File: src/logic/cdco_regs.vh
`ifndef CDCO_REGS_VH
`define CDCO_REGS_VH

// ----------------------------------------------------------------------------
// Register byte offsets
// ----------------------------------------------------------------------------
`define CDCO_OFF_CTRL      6'h00
`define CDCO_OFF_ACCUM     6'h04
`define CDCO_OFF_STATUS    6'h08
`define CDCO_OFF_PC        6'h0C
`define CDCO_OFF_UPCL      6'h10
`define CDCO_OFF_STACK     6'h14
`define CDCO_OFF_FADDR     6'h18
`define CDCO_OFF_FDATA     6'h1C
`define CDCO_OFF_CYCLES    6'h20

// ----------------------------------------------------------------------------
// Decoded register selects
// ----------------------------------------------------------------------------
`define CDCO_SEL_CTRL      4'h0
`define CDCO_SEL_ACCUM     4'h1
`define CDCO_SEL_STATUS    4'h2
`define CDCO_SEL_PC        4'h3
`define CDCO_SEL_UPCL      4'h4
`define CDCO_SEL_STACK     4'h5
`define CDCO_SEL_FADDR     4'h6
`define CDCO_SEL_FDATA     4'h7
`define CDCO_SEL_CYCLES    4'h8
`define CDCO_SEL_NONE      4'hF

// ----------------------------------------------------------------------------
// Field positions
// ----------------------------------------------------------------------------
`define CDCO_CTRL_OP_LSB   0
`define CDCO_CTRL_DEST_BIT 3
`define CDCO_CTRL_F_LSB    4
`define CDCO_CTRL_BUSY_BIT 11
`define CDCO_CTRL_SKIP_BIT 12
`define CDCO_ST_ZERO_BIT   2
`define CDCO_ST_SLEEP_BIT  3
`define CDCO_ST_EXPIRY_BIT 4

// ----------------------------------------------------------------------------
// Operation codes
// ----------------------------------------------------------------------------
`define CDCO_OP_NOP        3'h0
`define CDCO_OP_KICK       3'h1
`define CDCO_OP_CALL_VIA_ACCUM_OP      3'h2
`define CDCO_OP_INVERT     3'h3
`define CDCO_OP_ZERO_REG   3'h4
`define CDCO_OP_MINUS_ONE  3'h5
`define CDCO_OP_ZERO_ACCUM 3'h6
`define CDCO_OP_SKIP       3'h7

// ----------------------------------------------------------------------------
// Reset values, constants and cycle counts
// ----------------------------------------------------------------------------
`define CDCO_RST_BYTE      8'h00
`define CDCO_RST_STATUS    8'h18
`define CDCO_RST_PC        15'h0000
`define CDCO_ZERO_BYTE     8'h00
`define CDCO_CYC_SINGLE    32'h00000001
`define CDCO_CYC_DOUBLE    32'h00000002
`define CDCO_RESP_OKAY     2'h0
`define CDCO_RESP_SLVERR   2'h2

`endif

File: src/logic/cdco_core.v
`timescale 1ns/1ps
`include "cdco_regs.vh"

// Behaviour
// RL1 - Kick clears watchdog counter and prescaler
// RL2 - Kick sets expiry and sleep flags only
// RL3 - Call via accumulator pushes PC plus one
// RL4 - Then PC gets latch bits and accumulator
// RL5 - Call takes two cycles, flags untouched
// RL6 - Invert register to accumulator or register
// RL7 - Zero register, set null flag
// RL8 - Decrement to destination, update null flag
// RL9 - Zero accumulator, set null flag
// RL10 - Countdown decrements to destination, flags untouched
// RL11 - Zero countdown result discards next instruction
// RL12 - Null flag equals result equals zero
module cdco_core (
    input  wire        aclk,
    input  wire        aresetn,
    input  wire [5:0]  s_axi_awaddr,
    input  wire        s_axi_awvalid,
    output reg         s_axi_awready,
    input  wire [31:0] s_axi_wdata,
    input  wire [3:0]  s_axi_wstrb,
    input  wire        s_axi_wvalid,
    output reg         s_axi_wready,
    output reg  [1:0]  s_axi_bresp,
    output reg         s_axi_bvalid,
    input  wire        s_axi_bready,
    input  wire [5:0]  s_axi_araddr,
    input  wire        s_axi_arvalid,
    output reg         s_axi_arready,
    output reg  [31:0] s_axi_rdata,
    output reg  [1:0]  s_axi_rresp,
    output reg         s_axi_rvalid,
    input  wire        s_axi_rready,
    output reg         wdog_clear_q,
    output reg         stack_push_q,
    output reg  [14:0] stack_top_entry_q
);

    localparam S_IDLE  = 2'h0;
    localparam S_READ  = 2'h1;
    localparam S_EXEC  = 2'h2;
    localparam S_CALL2 = 2'h3;

    // ------------------------------------------------------------------------
    // Decoding and byte-lane helpers
    // ------------------------------------------------------------------------
    function [3:0] cdco_sel;
        input [5:0] addr;
        begin
            case (addr)
                `CDCO_OFF_CTRL:   cdco_sel = `CDCO_SEL_CTRL;
                `CDCO_OFF_ACCUM:  cdco_sel = `CDCO_SEL_ACCUM;
                `CDCO_OFF_STATUS: cdco_sel = `CDCO_SEL_STATUS;
                `CDCO_OFF_PC:     cdco_sel = `CDCO_SEL_PC;
                `CDCO_OFF_UPCL:   cdco_sel = `CDCO_SEL_UPCL;
                `CDCO_OFF_STACK:  cdco_sel = `CDCO_SEL_STACK;
                `CDCO_OFF_FADDR:  cdco_sel = `CDCO_SEL_FADDR;
                `CDCO_OFF_FDATA:  cdco_sel = `CDCO_SEL_FDATA;
                `CDCO_OFF_CYCLES: cdco_sel = `CDCO_SEL_CYCLES;
                default:          cdco_sel = `CDCO_SEL_NONE;
            endcase
        end
    endfunction

    function [31:0] cdco_merge;
        input [31:0] old;
        input [31:0] nw;
        input [3:0]  strb;
        integer      i;
        begin
            cdco_merge = old;
            for (i = 0; i < 4; i = i + 1) begin
                if (strb[i]) begin
                    cdco_merge[i*8 +: 8] = nw[i*8 +: 8];
                end
            end
        end
    endfunction

    // ------------------------------------------------------------------------
    // State
    // ------------------------------------------------------------------------
    reg  [1:0]  state_q;
    reg  [1:0]  state_d;
    reg  [10:0] ctrl_q;
    reg  [7:0]  accum_q;
    reg  [7:0]  status_q;
    reg  [14:0] pc_q;
    reg  [6:0]  upper_pc_latch_q;
    reg  [6:0]  faddr_q;
    reg  [31:0] cycles_q;
    reg         skip_pending_q;
    reg         have_aw_q;
    reg         have_w_q;
    reg  [5:0]  awaddr_q;
    reg  [31:0] wdata_q;
    reg  [3:0]  wstrb_q;
    reg  [5:0]  araddr_q;
    reg         rd_stage_q;
    reg  [7:0]  res_d;
    reg  [31:0] rd_word_d;

    wire [7:0]  mem_rdata;
    wire [7:0]  inv_w;
    wire [2:0]  op_w      = ctrl_q[`CDCO_CTRL_OP_LSB +: 3];
    wire        dest_w    = ctrl_q[`CDCO_CTRL_DEST_BIT];
    wire [6:0]  f_w       = ctrl_q[`CDCO_CTRL_F_LSB +: 7];
    wire [3:0]  wsel_w    = cdco_sel(awaddr_q);
    wire [3:0]  rsel_w    = cdco_sel(araddr_q);
    wire [31:0] merged_w;
    wire        ar_hs     = s_axi_arvalid & s_axi_arready;
    wire        aw_hs     = s_axi_awvalid & s_axi_awready;
    wire        w_hs      = s_axi_wvalid & s_axi_wready;
    wire        wr_fire   = have_aw_q & have_w_q & ~s_axi_bvalid & (state_q == S_IDLE)
                            & ~rd_stage_q & ~s_axi_rvalid & ~ar_hs;
    wire        rvalid_d  = rd_stage_q | (s_axi_rvalid & ~s_axi_rready);
    wire        issue_w   = wr_fire & (wsel_w == `CDCO_SEL_CTRL);
    wire        file_op_w = (op_w == `CDCO_OP_INVERT) | (op_w == `CDCO_OP_MINUS_ONE)
                            | (op_w == `CDCO_OP_SKIP);
    wire        exec_w    = (state_q == S_EXEC);
    wire        exec_we   = exec_w & ((file_op_w & dest_w) | (op_w == `CDCO_OP_ZERO_REG));
    wire        sw_we     = wr_fire & (wsel_w == `CDCO_SEL_FDATA) & wstrb_q[0];
    wire        res_null  = (res_d == `CDCO_ZERO_BYTE);

    // Old value of the addressed register for partial-strobe writes.
    reg  [31:0] wr_old_d;
    always @* begin
        wr_old_d = 32'h00000000;
        case (wsel_w)
            `CDCO_SEL_CTRL:   wr_old_d = {21'h00000, ctrl_q};
            `CDCO_SEL_ACCUM:  wr_old_d = {24'h000000, accum_q};
            `CDCO_SEL_STATUS: wr_old_d = {24'h000000, status_q};
            `CDCO_SEL_PC:     wr_old_d = {17'h0000, pc_q};
            `CDCO_SEL_UPCL:   wr_old_d = {25'h000000, upper_pc_latch_q};
            `CDCO_SEL_FADDR:  wr_old_d = {25'h000000, faddr_q};
            default:          wr_old_d = 32'h00000000;
        endcase
    end
    assign merged_w = cdco_merge(wr_old_d, wdata_q, wstrb_q);

    // ------------------------------------------------------------------------
    // File register store
    // ------------------------------------------------------------------------
    cdco_file_mem u_mem (
        .aclk  (aclk),
        .we    (exec_we | sw_we),
        .waddr (exec_w ? f_w : faddr_q),
        .wdata (exec_w ? res_d : wdata_q[7:0]),
        .raddr ((state_q == S_READ) ? f_w : faddr_q),
        .rdata (mem_rdata)
    );

    // ------------------------------------------------------------------------
    // Result datapath
    // ------------------------------------------------------------------------
    genvar gi;
    generate
        for (gi = 0; gi < 8; gi = gi + 1) begin : g_inv
            assign inv_w[gi] = ~mem_rdata[gi];
        end
    endgenerate

    always @* begin
        case (op_w)
            `CDCO_OP_INVERT:    res_d = inv_w;                 // see RL6
            `CDCO_OP_MINUS_ONE: res_d = mem_rdata - 8'h01;     // see RL8
            `CDCO_OP_SKIP:      res_d = mem_rdata - 8'h01;     // see RL10
            default:            res_d = `CDCO_ZERO_BYTE;       // see RL7
        endcase
    end

    always @* begin
        case (state_q)
            S_IDLE:  state_d = (issue_w & ~skip_pending_q) ? S_READ : S_IDLE;
            S_READ:  state_d = S_EXEC;
            S_EXEC:  state_d = (op_w == `CDCO_OP_CALL_VIA_ACCUM_OP) ? S_CALL2 : S_IDLE;
            S_CALL2: state_d = S_IDLE;
            default: state_d = S_IDLE;
        endcase
    end

    // ------------------------------------------------------------------------
    // Read data
    // ------------------------------------------------------------------------
    always @* begin
        case (rsel_w)
            `CDCO_SEL_CTRL:   rd_word_d = {19'h0000, skip_pending_q, (state_q != S_IDLE), ctrl_q};
            `CDCO_SEL_ACCUM:  rd_word_d = {24'h000000, accum_q};
            `CDCO_SEL_STATUS: rd_word_d = {24'h000000, status_q};
            `CDCO_SEL_PC:     rd_word_d = {17'h0000, pc_q};
            `CDCO_SEL_UPCL:   rd_word_d = {25'h000000, upper_pc_latch_q};
            `CDCO_SEL_STACK:  rd_word_d = {17'h0000, stack_top_entry_q};
            `CDCO_SEL_FADDR:  rd_word_d = {25'h000000, faddr_q};
            `CDCO_SEL_FDATA:  rd_word_d = {24'h000000, mem_rdata};
            `CDCO_SEL_CYCLES: rd_word_d = cycles_q;
            default:          rd_word_d = 32'h00000000;
        endcase
    end

    // ------------------------------------------------------------------------
    // Bus slave and execution sequencer
    // ------------------------------------------------------------------------
    always @(posedge aclk) begin
        if (!aresetn) begin
            state_q           <= S_IDLE;
            ctrl_q            <= 11'h000;
            accum_q           <= `CDCO_RST_BYTE;
            status_q          <= `CDCO_RST_STATUS;
            pc_q              <= `CDCO_RST_PC;
            upper_pc_latch_q  <= 7'h00;
            faddr_q           <= 7'h00;
            cycles_q          <= 32'h00000000;
            skip_pending_q    <= 1'b0;
            have_aw_q         <= 1'b0;
            have_w_q          <= 1'b0;
            awaddr_q          <= 6'h00;
            wdata_q           <= 32'h00000000;
            wstrb_q           <= 4'h0;
            araddr_q          <= 6'h00;
            rd_stage_q        <= 1'b0;
            s_axi_awready     <= 1'b0;
            s_axi_wready      <= 1'b0;
            s_axi_bvalid      <= 1'b0;
            s_axi_bresp       <= `CDCO_RESP_OKAY;
            s_axi_arready     <= 1'b0;
            s_axi_rvalid      <= 1'b0;
            s_axi_rdata       <= 32'h00000000;
            s_axi_rresp       <= `CDCO_RESP_OKAY;
            wdog_clear_q      <= 1'b0;
            stack_push_q      <= 1'b0;
            stack_top_entry_q <= 15'h0000;
        end else begin
            wdog_clear_q <= 1'b0;
            stack_push_q <= 1'b0;
            state_q      <= state_d;

            // Address and data channels are captured independently.
            if (aw_hs) begin
                awaddr_q <= s_axi_awaddr;
            end
            if (w_hs) begin
                wdata_q <= s_axi_wdata;
                wstrb_q <= s_axi_wstrb;
            end
            have_aw_q     <= (have_aw_q | aw_hs) & ~wr_fire;
            have_w_q      <= (have_w_q | w_hs) & ~wr_fire;
            s_axi_awready <= ~((have_aw_q | aw_hs) & ~wr_fire);
            s_axi_wready  <= ~((have_w_q | w_hs) & ~wr_fire);
            if (wr_fire) begin
                s_axi_bvalid <= 1'b1;
                s_axi_bresp  <= (wsel_w == `CDCO_SEL_NONE) ? `CDCO_RESP_SLVERR : `CDCO_RESP_OKAY;
            end else if (s_axi_bready) begin
                s_axi_bvalid <= 1'b0;
            end

            // Reads answer two cycles after the address handshake, once the store has read out.
            if (ar_hs) begin
                araddr_q <= s_axi_araddr;
            end
            rd_stage_q    <= ar_hs;
            s_axi_rvalid  <= rvalid_d;
            s_axi_arready <= (state_d == S_IDLE) & ~ar_hs & ~rvalid_d;
            if (rd_stage_q) begin
                s_axi_rdata <= rd_word_d;
                s_axi_rresp <= (rsel_w == `CDCO_SEL_NONE) ? `CDCO_RESP_SLVERR : `CDCO_RESP_OKAY;
            end

            // Software register writes happen only while the sequencer is idle.
            if (wr_fire) begin
                case (wsel_w)
                    `CDCO_SEL_CTRL: begin
                        if (skip_pending_q) begin
                            skip_pending_q <= 1'b0;                        // see RL11
                            pc_q           <= pc_q + 15'h0001;
                            cycles_q       <= cycles_q + `CDCO_CYC_SINGLE;
                        end else begin
                            ctrl_q <= merged_w[10:0];
                        end
                    end
                    `CDCO_SEL_ACCUM:  accum_q          <= merged_w[7:0];
                    `CDCO_SEL_STATUS: status_q         <= merged_w[7:0];
                    `CDCO_SEL_PC:     pc_q             <= merged_w[14:0];
                    `CDCO_SEL_UPCL:   upper_pc_latch_q <= merged_w[6:0];
                    `CDCO_SEL_FADDR:  faddr_q          <= merged_w[6:0];
                    default: begin
                    end
                endcase
            end

            if (state_q == S_EXEC) begin
                case (op_w)
                    `CDCO_OP_KICK: begin
                        wdog_clear_q                 <= 1'b1;          // see RL1
                        status_q[`CDCO_ST_EXPIRY_BIT] <= 1'b1;         // see RL2
                        status_q[`CDCO_ST_SLEEP_BIT]  <= 1'b1;         // see RL2
                    end
                    `CDCO_OP_CALL_VIA_ACCUM_OP: begin
                        stack_push_q      <= 1'b1;                     // see RL3
                        stack_top_entry_q <= pc_q + 15'h0001;          // see RL3
                    end
                    `CDCO_OP_INVERT, `CDCO_OP_MINUS_ONE: begin
                        if (!dest_w) begin
                            accum_q <= res_d;                          // see RL6, RL8
                        end
                        status_q[`CDCO_ST_ZERO_BIT] <= res_null;       // see RL12
                    end
                    `CDCO_OP_ZERO_REG: begin
                        status_q[`CDCO_ST_ZERO_BIT] <= 1'b1;           // see RL7
                    end
                    `CDCO_OP_ZERO_ACCUM: begin
                        accum_q                     <= `CDCO_ZERO_BYTE; // see RL9
                        status_q[`CDCO_ST_ZERO_BIT] <= 1'b1;            // see RL9
                    end
                    `CDCO_OP_SKIP: begin
                        if (!dest_w) begin
                            accum_q <= res_d;                          // see RL10
                        end
                        skip_pending_q <= res_null;                    // see RL11
                    end
                    default: begin
                    end
                endcase
                if (op_w != `CDCO_OP_CALL_VIA_ACCUM_OP) begin
                    pc_q     <= pc_q + 15'h0001;
                    cycles_q <= cycles_q + `CDCO_CYC_SINGLE;
                end
            end

            if (state_q == S_CALL2) begin
                pc_q     <= {upper_pc_latch_q, accum_q};               // see RL4
                cycles_q <= cycles_q + `CDCO_CYC_DOUBLE;               // see RL5
            end
        end
    end

endmodule

File: src/logic/cdco_file_mem.v
`timescale 1ns/1ps

// ----------------------------------------------------------------------------
// File register store, one write port and one registered read port
// ----------------------------------------------------------------------------
module cdco_file_mem (
    input  wire       aclk,
    input  wire       we,
    input  wire [6:0] waddr,
    input  wire [7:0] wdata,
    input  wire [6:0] raddr,
    output reg  [7:0] rdata
);

    reg [7:0] mem [0:127];

    always @(posedge aclk) begin
        if (we) begin
            mem[waddr] <= wdata;
        end
        rdata <= mem[raddr];
    end

endmodule

File: config.mk
export PLATFORM = sky130hd
export DESIGN_NAME = cdco_core
export DESIGN_NICKNAME = d
export VERILOG_FILES = /design/src/logic/cdco_core.v /design/src/logic/cdco_file_mem.v
export VERILOG_INCLUDE_DIRS = /design/src /design/src/logic
export SDC_FILE = /design/constraint.sdc
export NUM_CORES = 2
export LEC_CHECK = 0
export BUFFER_PORTS_ARGS = -buffer_cell sky130_fd_sc_hd__buf_4
export CAP_MARGIN = 20
export CELL_PAD_IN_SITES_DETAIL_PLACEMENT = 0
export CELL_PAD_IN_SITES_GLOBAL_PLACEMENT = 1
export CORE_ASPECT_RATIO = 1.4
export CORE_MARGIN = 1
export CORE_UTILIZATION = 58
export CTS_BUF_LIST = sky130_fd_sc_hd__clkbuf_8
export DETAILED_ROUTE_END_ITERATION = 10
export PLACE_DENSITY_LB_ADDON = 0.2
export SETUP_SLACK_MARGIN = 0.15
export SLEW_MARGIN = 0
export SYNTH_ARGS = -nofsm -noshare
export SYNTH_HDL_FRONTEND = slang
export SYNTH_SLANG_ARGS = --single-unit
File: constraint.sdc
create_clock -name aclk -period 20.4 [get_ports aclk]
set_input_delay 0 -clock aclk [delete_from_list [all_inputs] [get_ports aclk]]
set_output_delay 0 -clock aclk [all_outputs]
set_load 0.05 [all_outputs]
## Word-level counts from Yosys, hierarchy flattened

Memory sizes are Yosys's and may differ from the RTL's. A register that Yosys moved wholly into a read port is not among the register bits.
Cells that the tools add are included.

| word-level totals | value |
|---|---|
| bits in registers | 181 |
| RAM bits | 1,024 |
| input bits | 55 |
| output and inout port bits | 58 |
| logic and storage cells | 187 |
| memories | 1 |

| cells by class | value |
|---|---|
| add/sub/neg operators | 4 |
| equality and inequality tests | 43 |
| multiplexer cells | 47 |
| bitwise operators | 45 |
| reductions and logical operators | 19 |

Memory list:

| memory | words | bits a word | rd ports | clocked after Yosys merged registers in | write ports | line | RTL |
|---|---|---|---|---|---|---|---|
| u_mem.mem | 128 | 8 | 1 | 1 | 1 | cdco_file_mem.v:15 | `reg [7:0] mem [0:127];` |

Operators by type and width:

| cell | count |
|---|---|
| $pmux 32 s9 | 1 |
| $mux 32 | 6 |
| $mux 15 | 5 |
| $pmux 15 s5 | 1 |
| $pmux 4 s9 | 2 |
| $eq 6x5->1 const B | 8 |
| $mux 8 | 6 |
| $add 32x1->32 const B | 1 |
| $add 32x2->32 const B | 1 |
| $pmux 8 s2 | 2 |
| $pmux 15 s2 | 1 |
| $eq 4x3->1 const B | 7 |
| $eq 6x4->1 const B | 4 |
| $mux 7 | 3 |
| $and 1x1->1 | 20 |
| $not 1->1 | 18 |
| $eq 4x2->1 const B | 4 |
| $add 15x1->15 const B | 1 |
| $eq 3x3->1 const B | 4 |
| $eq 4x4->1 const B | 3 |
| $eq 6x3->1 const B | 2 |
| $eq 6x6->1 const B | 2 |
| $logic_not 6->1 | 2 |
| $mux 1 | 11 |
| other kinds (21) | 43 |

## Longest topological paths before layout

| logic depth | value |
|---|---|
| depth in word-level cells | 13 |
| gate-level depth with buffers | 13 |

## By module

A second synthesis with hierarchy kept.

| second synthesis, totals | value |
|---|---|
| cells, all modules | 2,843 |
| area, all modules | 49,162.2 um2 |

By module, submodules not included:

| module | times used | cells an instance | area an instance (um2) | sequential area each (um2) |
|---|---|---|---|---|
| cdco_file_mem | 1 | 1,635 | 39,665.5 | 30,909.6 |
| cdco_core | 1 | 1,208 | 9,496.6 | 3,583.4 |

## Worst setup path after synthesis

No wires, ideal clock.

| timing path | value |
|---|---|
| path type | reg-to-reg |
| start | register state_q[0] |
| end | memory u_mem.mem[0][6], data pin |
| setup time | 1.198 ns |
| data arrival time | 6.363 ns |
| path slack | 12.839 ns |
| cell stages (with the launch flop) | 8 |
| buffers on the path | 5 |
| path through | dfxtp_1 > buf_2 > nand2b_1 > clkbuf_1 > clkbuf_1 > clkbuf_1 > clkbuf_1 > o21ai_0 |

| on the way | value |
|---|---|
| longest elaborated chain between the ends | 2 |

Ends and longest elaborated chain:

| element | line | RTL |
|---|---|---|
| from (decl) | cdco_core.v:86 | `reg [1:0] state_q;` |
| from (signal assigned) | cdco_core.v:238 | `state_q <= state_d;` |
| $eq 2x2->1 | cdco_core.v:123 | `wire exec_w = (state_q == S_EXEC);` |
| $mux 8 | cdco_core.v:151 | `.wdata (exec_w ? res_d : wdata_q[7:0]),` |
| net u_mem.wdata[6] | cdco_file_mem.v:10 | `input wire [7:0] wdata,` |
| to (decl) | cdco_file_mem.v:15 |  |

The timed path passes the listed nets, and every way through them passes these cells.

## Final worst setup path

| timing path | value |
|---|---|
| start | register state_q[0] |
| end | register u_mem.rdata[0], read port of u_mem.mem |

| on the way | value |
|---|---|
| longest elaborated chain between the ends | 2 |

Ends and longest elaborated chain:

| element | line | RTL |
|---|---|---|
| $eq 2x1->1 | cdco_core.v:152 | `.raddr ((state_q == S_READ) ? f_w : faddr_q),` |
| $mux 7 | cdco_core.v:152 |  |
| to (decl) | cdco_file_mem.v:12 | `output reg [7:0] rdata` |

No other way between the ends.
A chain may end at the register's enable or synchronous reset.

==> results_dict.tcl <==
set metrics [dict create \
    maxCapViolations 0 \
    dp_hpwl_mm 89.5 \
    synthAdderAreaFrac_pct 0.101 \
    yosysWarnings 0 \
    grt_pass1_wl_mm 208 \
    crit_required_ns 21.17 \
    drive_gt1_share_pct 13.0 \
    r2r-start "state_q[0]$_SDFF_PN0_" \
    p_leak_nw 18.5 \
    h-tree-depth 4 \
    start_kind "flop" \
    fin_crit_sh_pct 27.7 \
    synth_xor_area_share_pct 0.722 \
    path_max_fanout 128 \
    report.final.slew_viol_count 0 \
    p_seq_share_pct 57.4 \
    async_flop_share_pct 0 \
    clkSinkCount 1211 \
    yosysSeqAreaShare_pct 69.4 \
    clkPwrFrac_pct 40.4 \
    crit_slowest_cell "a2111oi_1" \
    syn_avg_cell_area_um2 13.4 \
    worst-r2r-cell-count 8 \
    cts-root-buf "clkbuf_8" \
    portBuffers 91 \
    p_sw_mw 1.02 \
    gp_congestion 0.931 \
    totalPowerFinal_mw 4.68 \
    p_sw_share_pct 21.9 \
    grt_usage_pct 32.7 \
    synthMuxAreaShare_pct 7.55 \
    setup_violations 0 \
    ant_nets 0 \
    grt_antenna_before_repair 6 \
    fin_crit_ns 5.64 \
    ys_seq_elements 1211 \
    rrSetupSlack_ns 14.76 \
    io-pin-count 113 \
    grt_max_degree 129 \
    clock_latency_ns 0.89 \
    cts_buffer_depth 3 \
    fillerInstances 6056 \
    crit_type "reg2reg" \
    via_count 32910 \
    slowest_delay_ns 0.98 \
    power_density_nw_per_um2 83.6 \
    wl_per_cell_um 27.3 \
    power_frac_comb_pct 2.2 \
    rows 126 \
    synth_top_family_by_area "simple AND/OR/NAND/NOR gates" \
    finalHoldViolCount 0 \
    grt_pass1_vias 33118 \
    arrival_ns 6.41 \
    relSlewSlack_pct 17.4 \
    synth_area_leaders "edfxtp_1 (62%), dfxtp_1 (7.5%), nand2_1 (5.3%)" \
    synth_edf_count 1024 \
    clock_skew_ns 0.0343 \
    die_h_um 348 \
    synth_top_area_share_pct 61.8 \
    syn_to_final_growth_pct 12.5 \
    synth_compound_area_share_pct 8.01 \
    drc 0 \
    grt_remaining_overflow 0 \
    hold_end "s_axi_rvalid$_SDFF_PN0_" \
    drtIter0Drc 3229 \
    max_freq_mhz 177 \
    numCtsBuffers 174 \
    synth_commonest_cells "edfxtp_1 (1024), nand2_1 (705), nor2_1 (279)" \
    hold_class "in2reg" \
    internal_power_mw 3.66 \
    crit_path_end_kind "flop" \
    initial_core_util_pct 58.7 \
    clkTransAtPathRegs_ns 0.06 \
    cts_tree "done" \
    yosysMostFrequentCell "edfxtp_1" \
    die_area_um2 86900 \
    r2r_end "u_mem.rdata[0]$_DFF_P_" \
    ir_worst_vdd_uv 70.9 \
    viasPerCell 6.36 \
    rsz0062_at_grt "false" \
    tns_ns 0 \
    drt-total-wl_mm 141 \
    worst_slew_pin_slew_ns 1.24 \
    yosys_most_used_dff "edfxtp_1" \
    synth_top_area_cell "edfxtp_1" \
    ys_types 78 \
    whs_path_depth 5 \
    syn_area_um2 49700 \
    crit_path_cell_trace "nand2b_1, a21oi_4, buf_4, buf_12, mux4_2, a2111oi_1, a22oi_1, and4_1" \
    die_w_um 249 \
    coreArea_um2 84700 \
    min_from "s_axi_rready" \
    status "complete, no violations" \
    nets 3999 \
    netlist_instances 3709 \
    first_pass_iters 6 \
    yosys.area_share.simple_pct 11.6 \
]
-- worst max path at each step --
| stage | start | endpoint | cells after the start |
|---|---|---|---|
| floorplan | state_q[0]$_SDFF_PN0_ | u_mem.mem[0][6]$_DFFE_PP_ | 7 |
| global placement | state_q[0]$_SDFF_PN0_ | u_mem.rdata[1]$_DFF_P_ | 8 |
| detailed placement | state_q[0]$_SDFF_PN0_ | u_mem.rdata[1]$_DFF_P_ | 8 |
| CTS | state_q[0]$_SDFF_PN0_ | u_mem.rdata[1]$_DFF_P_ | 8 |
| global route | state_q[0]$_SDFF_PN0_ | u_mem.rdata[4]$_DFF_P_ | 8 |
| finish | state_q[0]$_SDFF_PN0_ | u_mem.rdata[0]$_DFF_P_ | 8 |
-- routing by layer --
| layer | GRT usage, % | wire [µm] | vias to the layer above | part of all wire, % |
|---|---|---|---|---|
| met5 | 0 | 27 | - | 0.019 |
| met4 | 21.3 | 9580 | 4 | 6.8 |
| met3 | 6.37 | 10300 | 435 | 7.3 |
| met2 | 56.9 | 72200 | 1663 | 51 |
| met1 | 36.8 | 49300 | 16317 | 35 |
| li1 | - | - | 14491 | - |
-- metrics by stage --
stage,utilization [%],cell area [µm²],cells,setup WS (ns),hold slack (ns)
final,66.1,55900,5177,14.76,0.101
after global routing,66.1,55900,5177,14.81,0.120
after CTS,66.1,55900,5174,14.77,0.0451
after detailed placement,60.6,51300,4725,14.77,0.262
after global placement,60.5,51300,4724,14.85,0.255
after floorplan,-,49700,3710,12.84,0.136
-- power groups by stage --
stage | Sequential (mW) | Combinational, mW | Clock [mW]
after floorplan | 2.75 | 0.0443 | 0
after global placement | 2.74 | 0.0798 | 0
after detailed placement | 2.74 | 0.0830 | 0
after CTS | 2.69 | 0.100 | 1.91
after global routing | 2.69 | 0.109 | 2.01
final | 2.69 | 0.103 | 1.89
-- area by class of cell --
type | count | area (µm²) | share of cell area [%]
flip-flops and latches | 1211 | 34500 | 61.7
multi-input cells | 2243 | 14100 | 25.2
clock buffers | 186 | 2560 | 4.58
repair buffers | 289 | 2520 | 4.51
well taps | 1088 | 1360 | 2.43
clock inverters | 138 | 835 | 1.49
inverters | 21 | 81.3 | 0.145
diodes | 1 | 2.50 | 0.00447
-- cells by family after synthesis --
logic type | Yosys count
compound gates | 581
xor+xnor | 41
fa+ha+maj | 4
buf+inv | 256
flops | 1211
mux | 270
other cells | 1
simple gates | 1345
-- placed cells by master (no fill, tap or decap), drive strengths merged, types with 13 or more instances in the layout --
| cell | count |
|---|---|
| edfxtp | 1024 |
| clkbuf | 187 |
| nand2b | 19 |
| nand3 | 197 |
| nand2 | 706 |
| o21ai | 62 |
| dfxtp | 187 |
| nor3 | 32 |
| a2111oi | 45 |
| clkinv | 76 |
| xnor2 | 30 |
| dlygate4sd3 | 125 |
| mux2i | 175 |
| inv | 73 |
| nor4 | 13 |
| a21oi | 166 |
| o22ai | 22 |
| nand4 | 23 |
| a22oi | 55 |
| nor2 | 280 |
| mux4 | 83 |
| a31oi | 45 |
| a32oi | 80 |
| buf | 163 |
| a211oi | 26 |
-- state kept, by name, indices dropped and copies added (netlist names), 2 cells and up --
name / cells
cycles_q: 32
accum_q: 8
s_axi_rdata: 32
status_q: 8
stack_top_entry_q: 15
u_mem.mem: 1024
state_q: 2
upper_pc_latch_q: 7
pc_q: 15
faddr_q: 7
wstrb_q: 2
u_mem.rdata: 8
awaddr_q: 6
wdata_q: 15
araddr_q: 6
ctrl_q: 11
-- worst max-delay path: cells and delay by family, from the launching register on --
kind | cells | cell delay (ns)
compound gates | 3 | 1.73
buf+inv | 2 | 1.09
simple gates | 2 | 1.03
flops | 1 | 0.88
mux | 1 | 0.61
-- repair_timing --
action | CTS | global route
resized for setup | 0 | 0
setup endpoints to repair | 0 | 0
buffers inserted | 0 | 0
endpoints found under the hold margin | 86 | 0
hold buffers | 125 | 0
(Power assumes the default switching activity.)
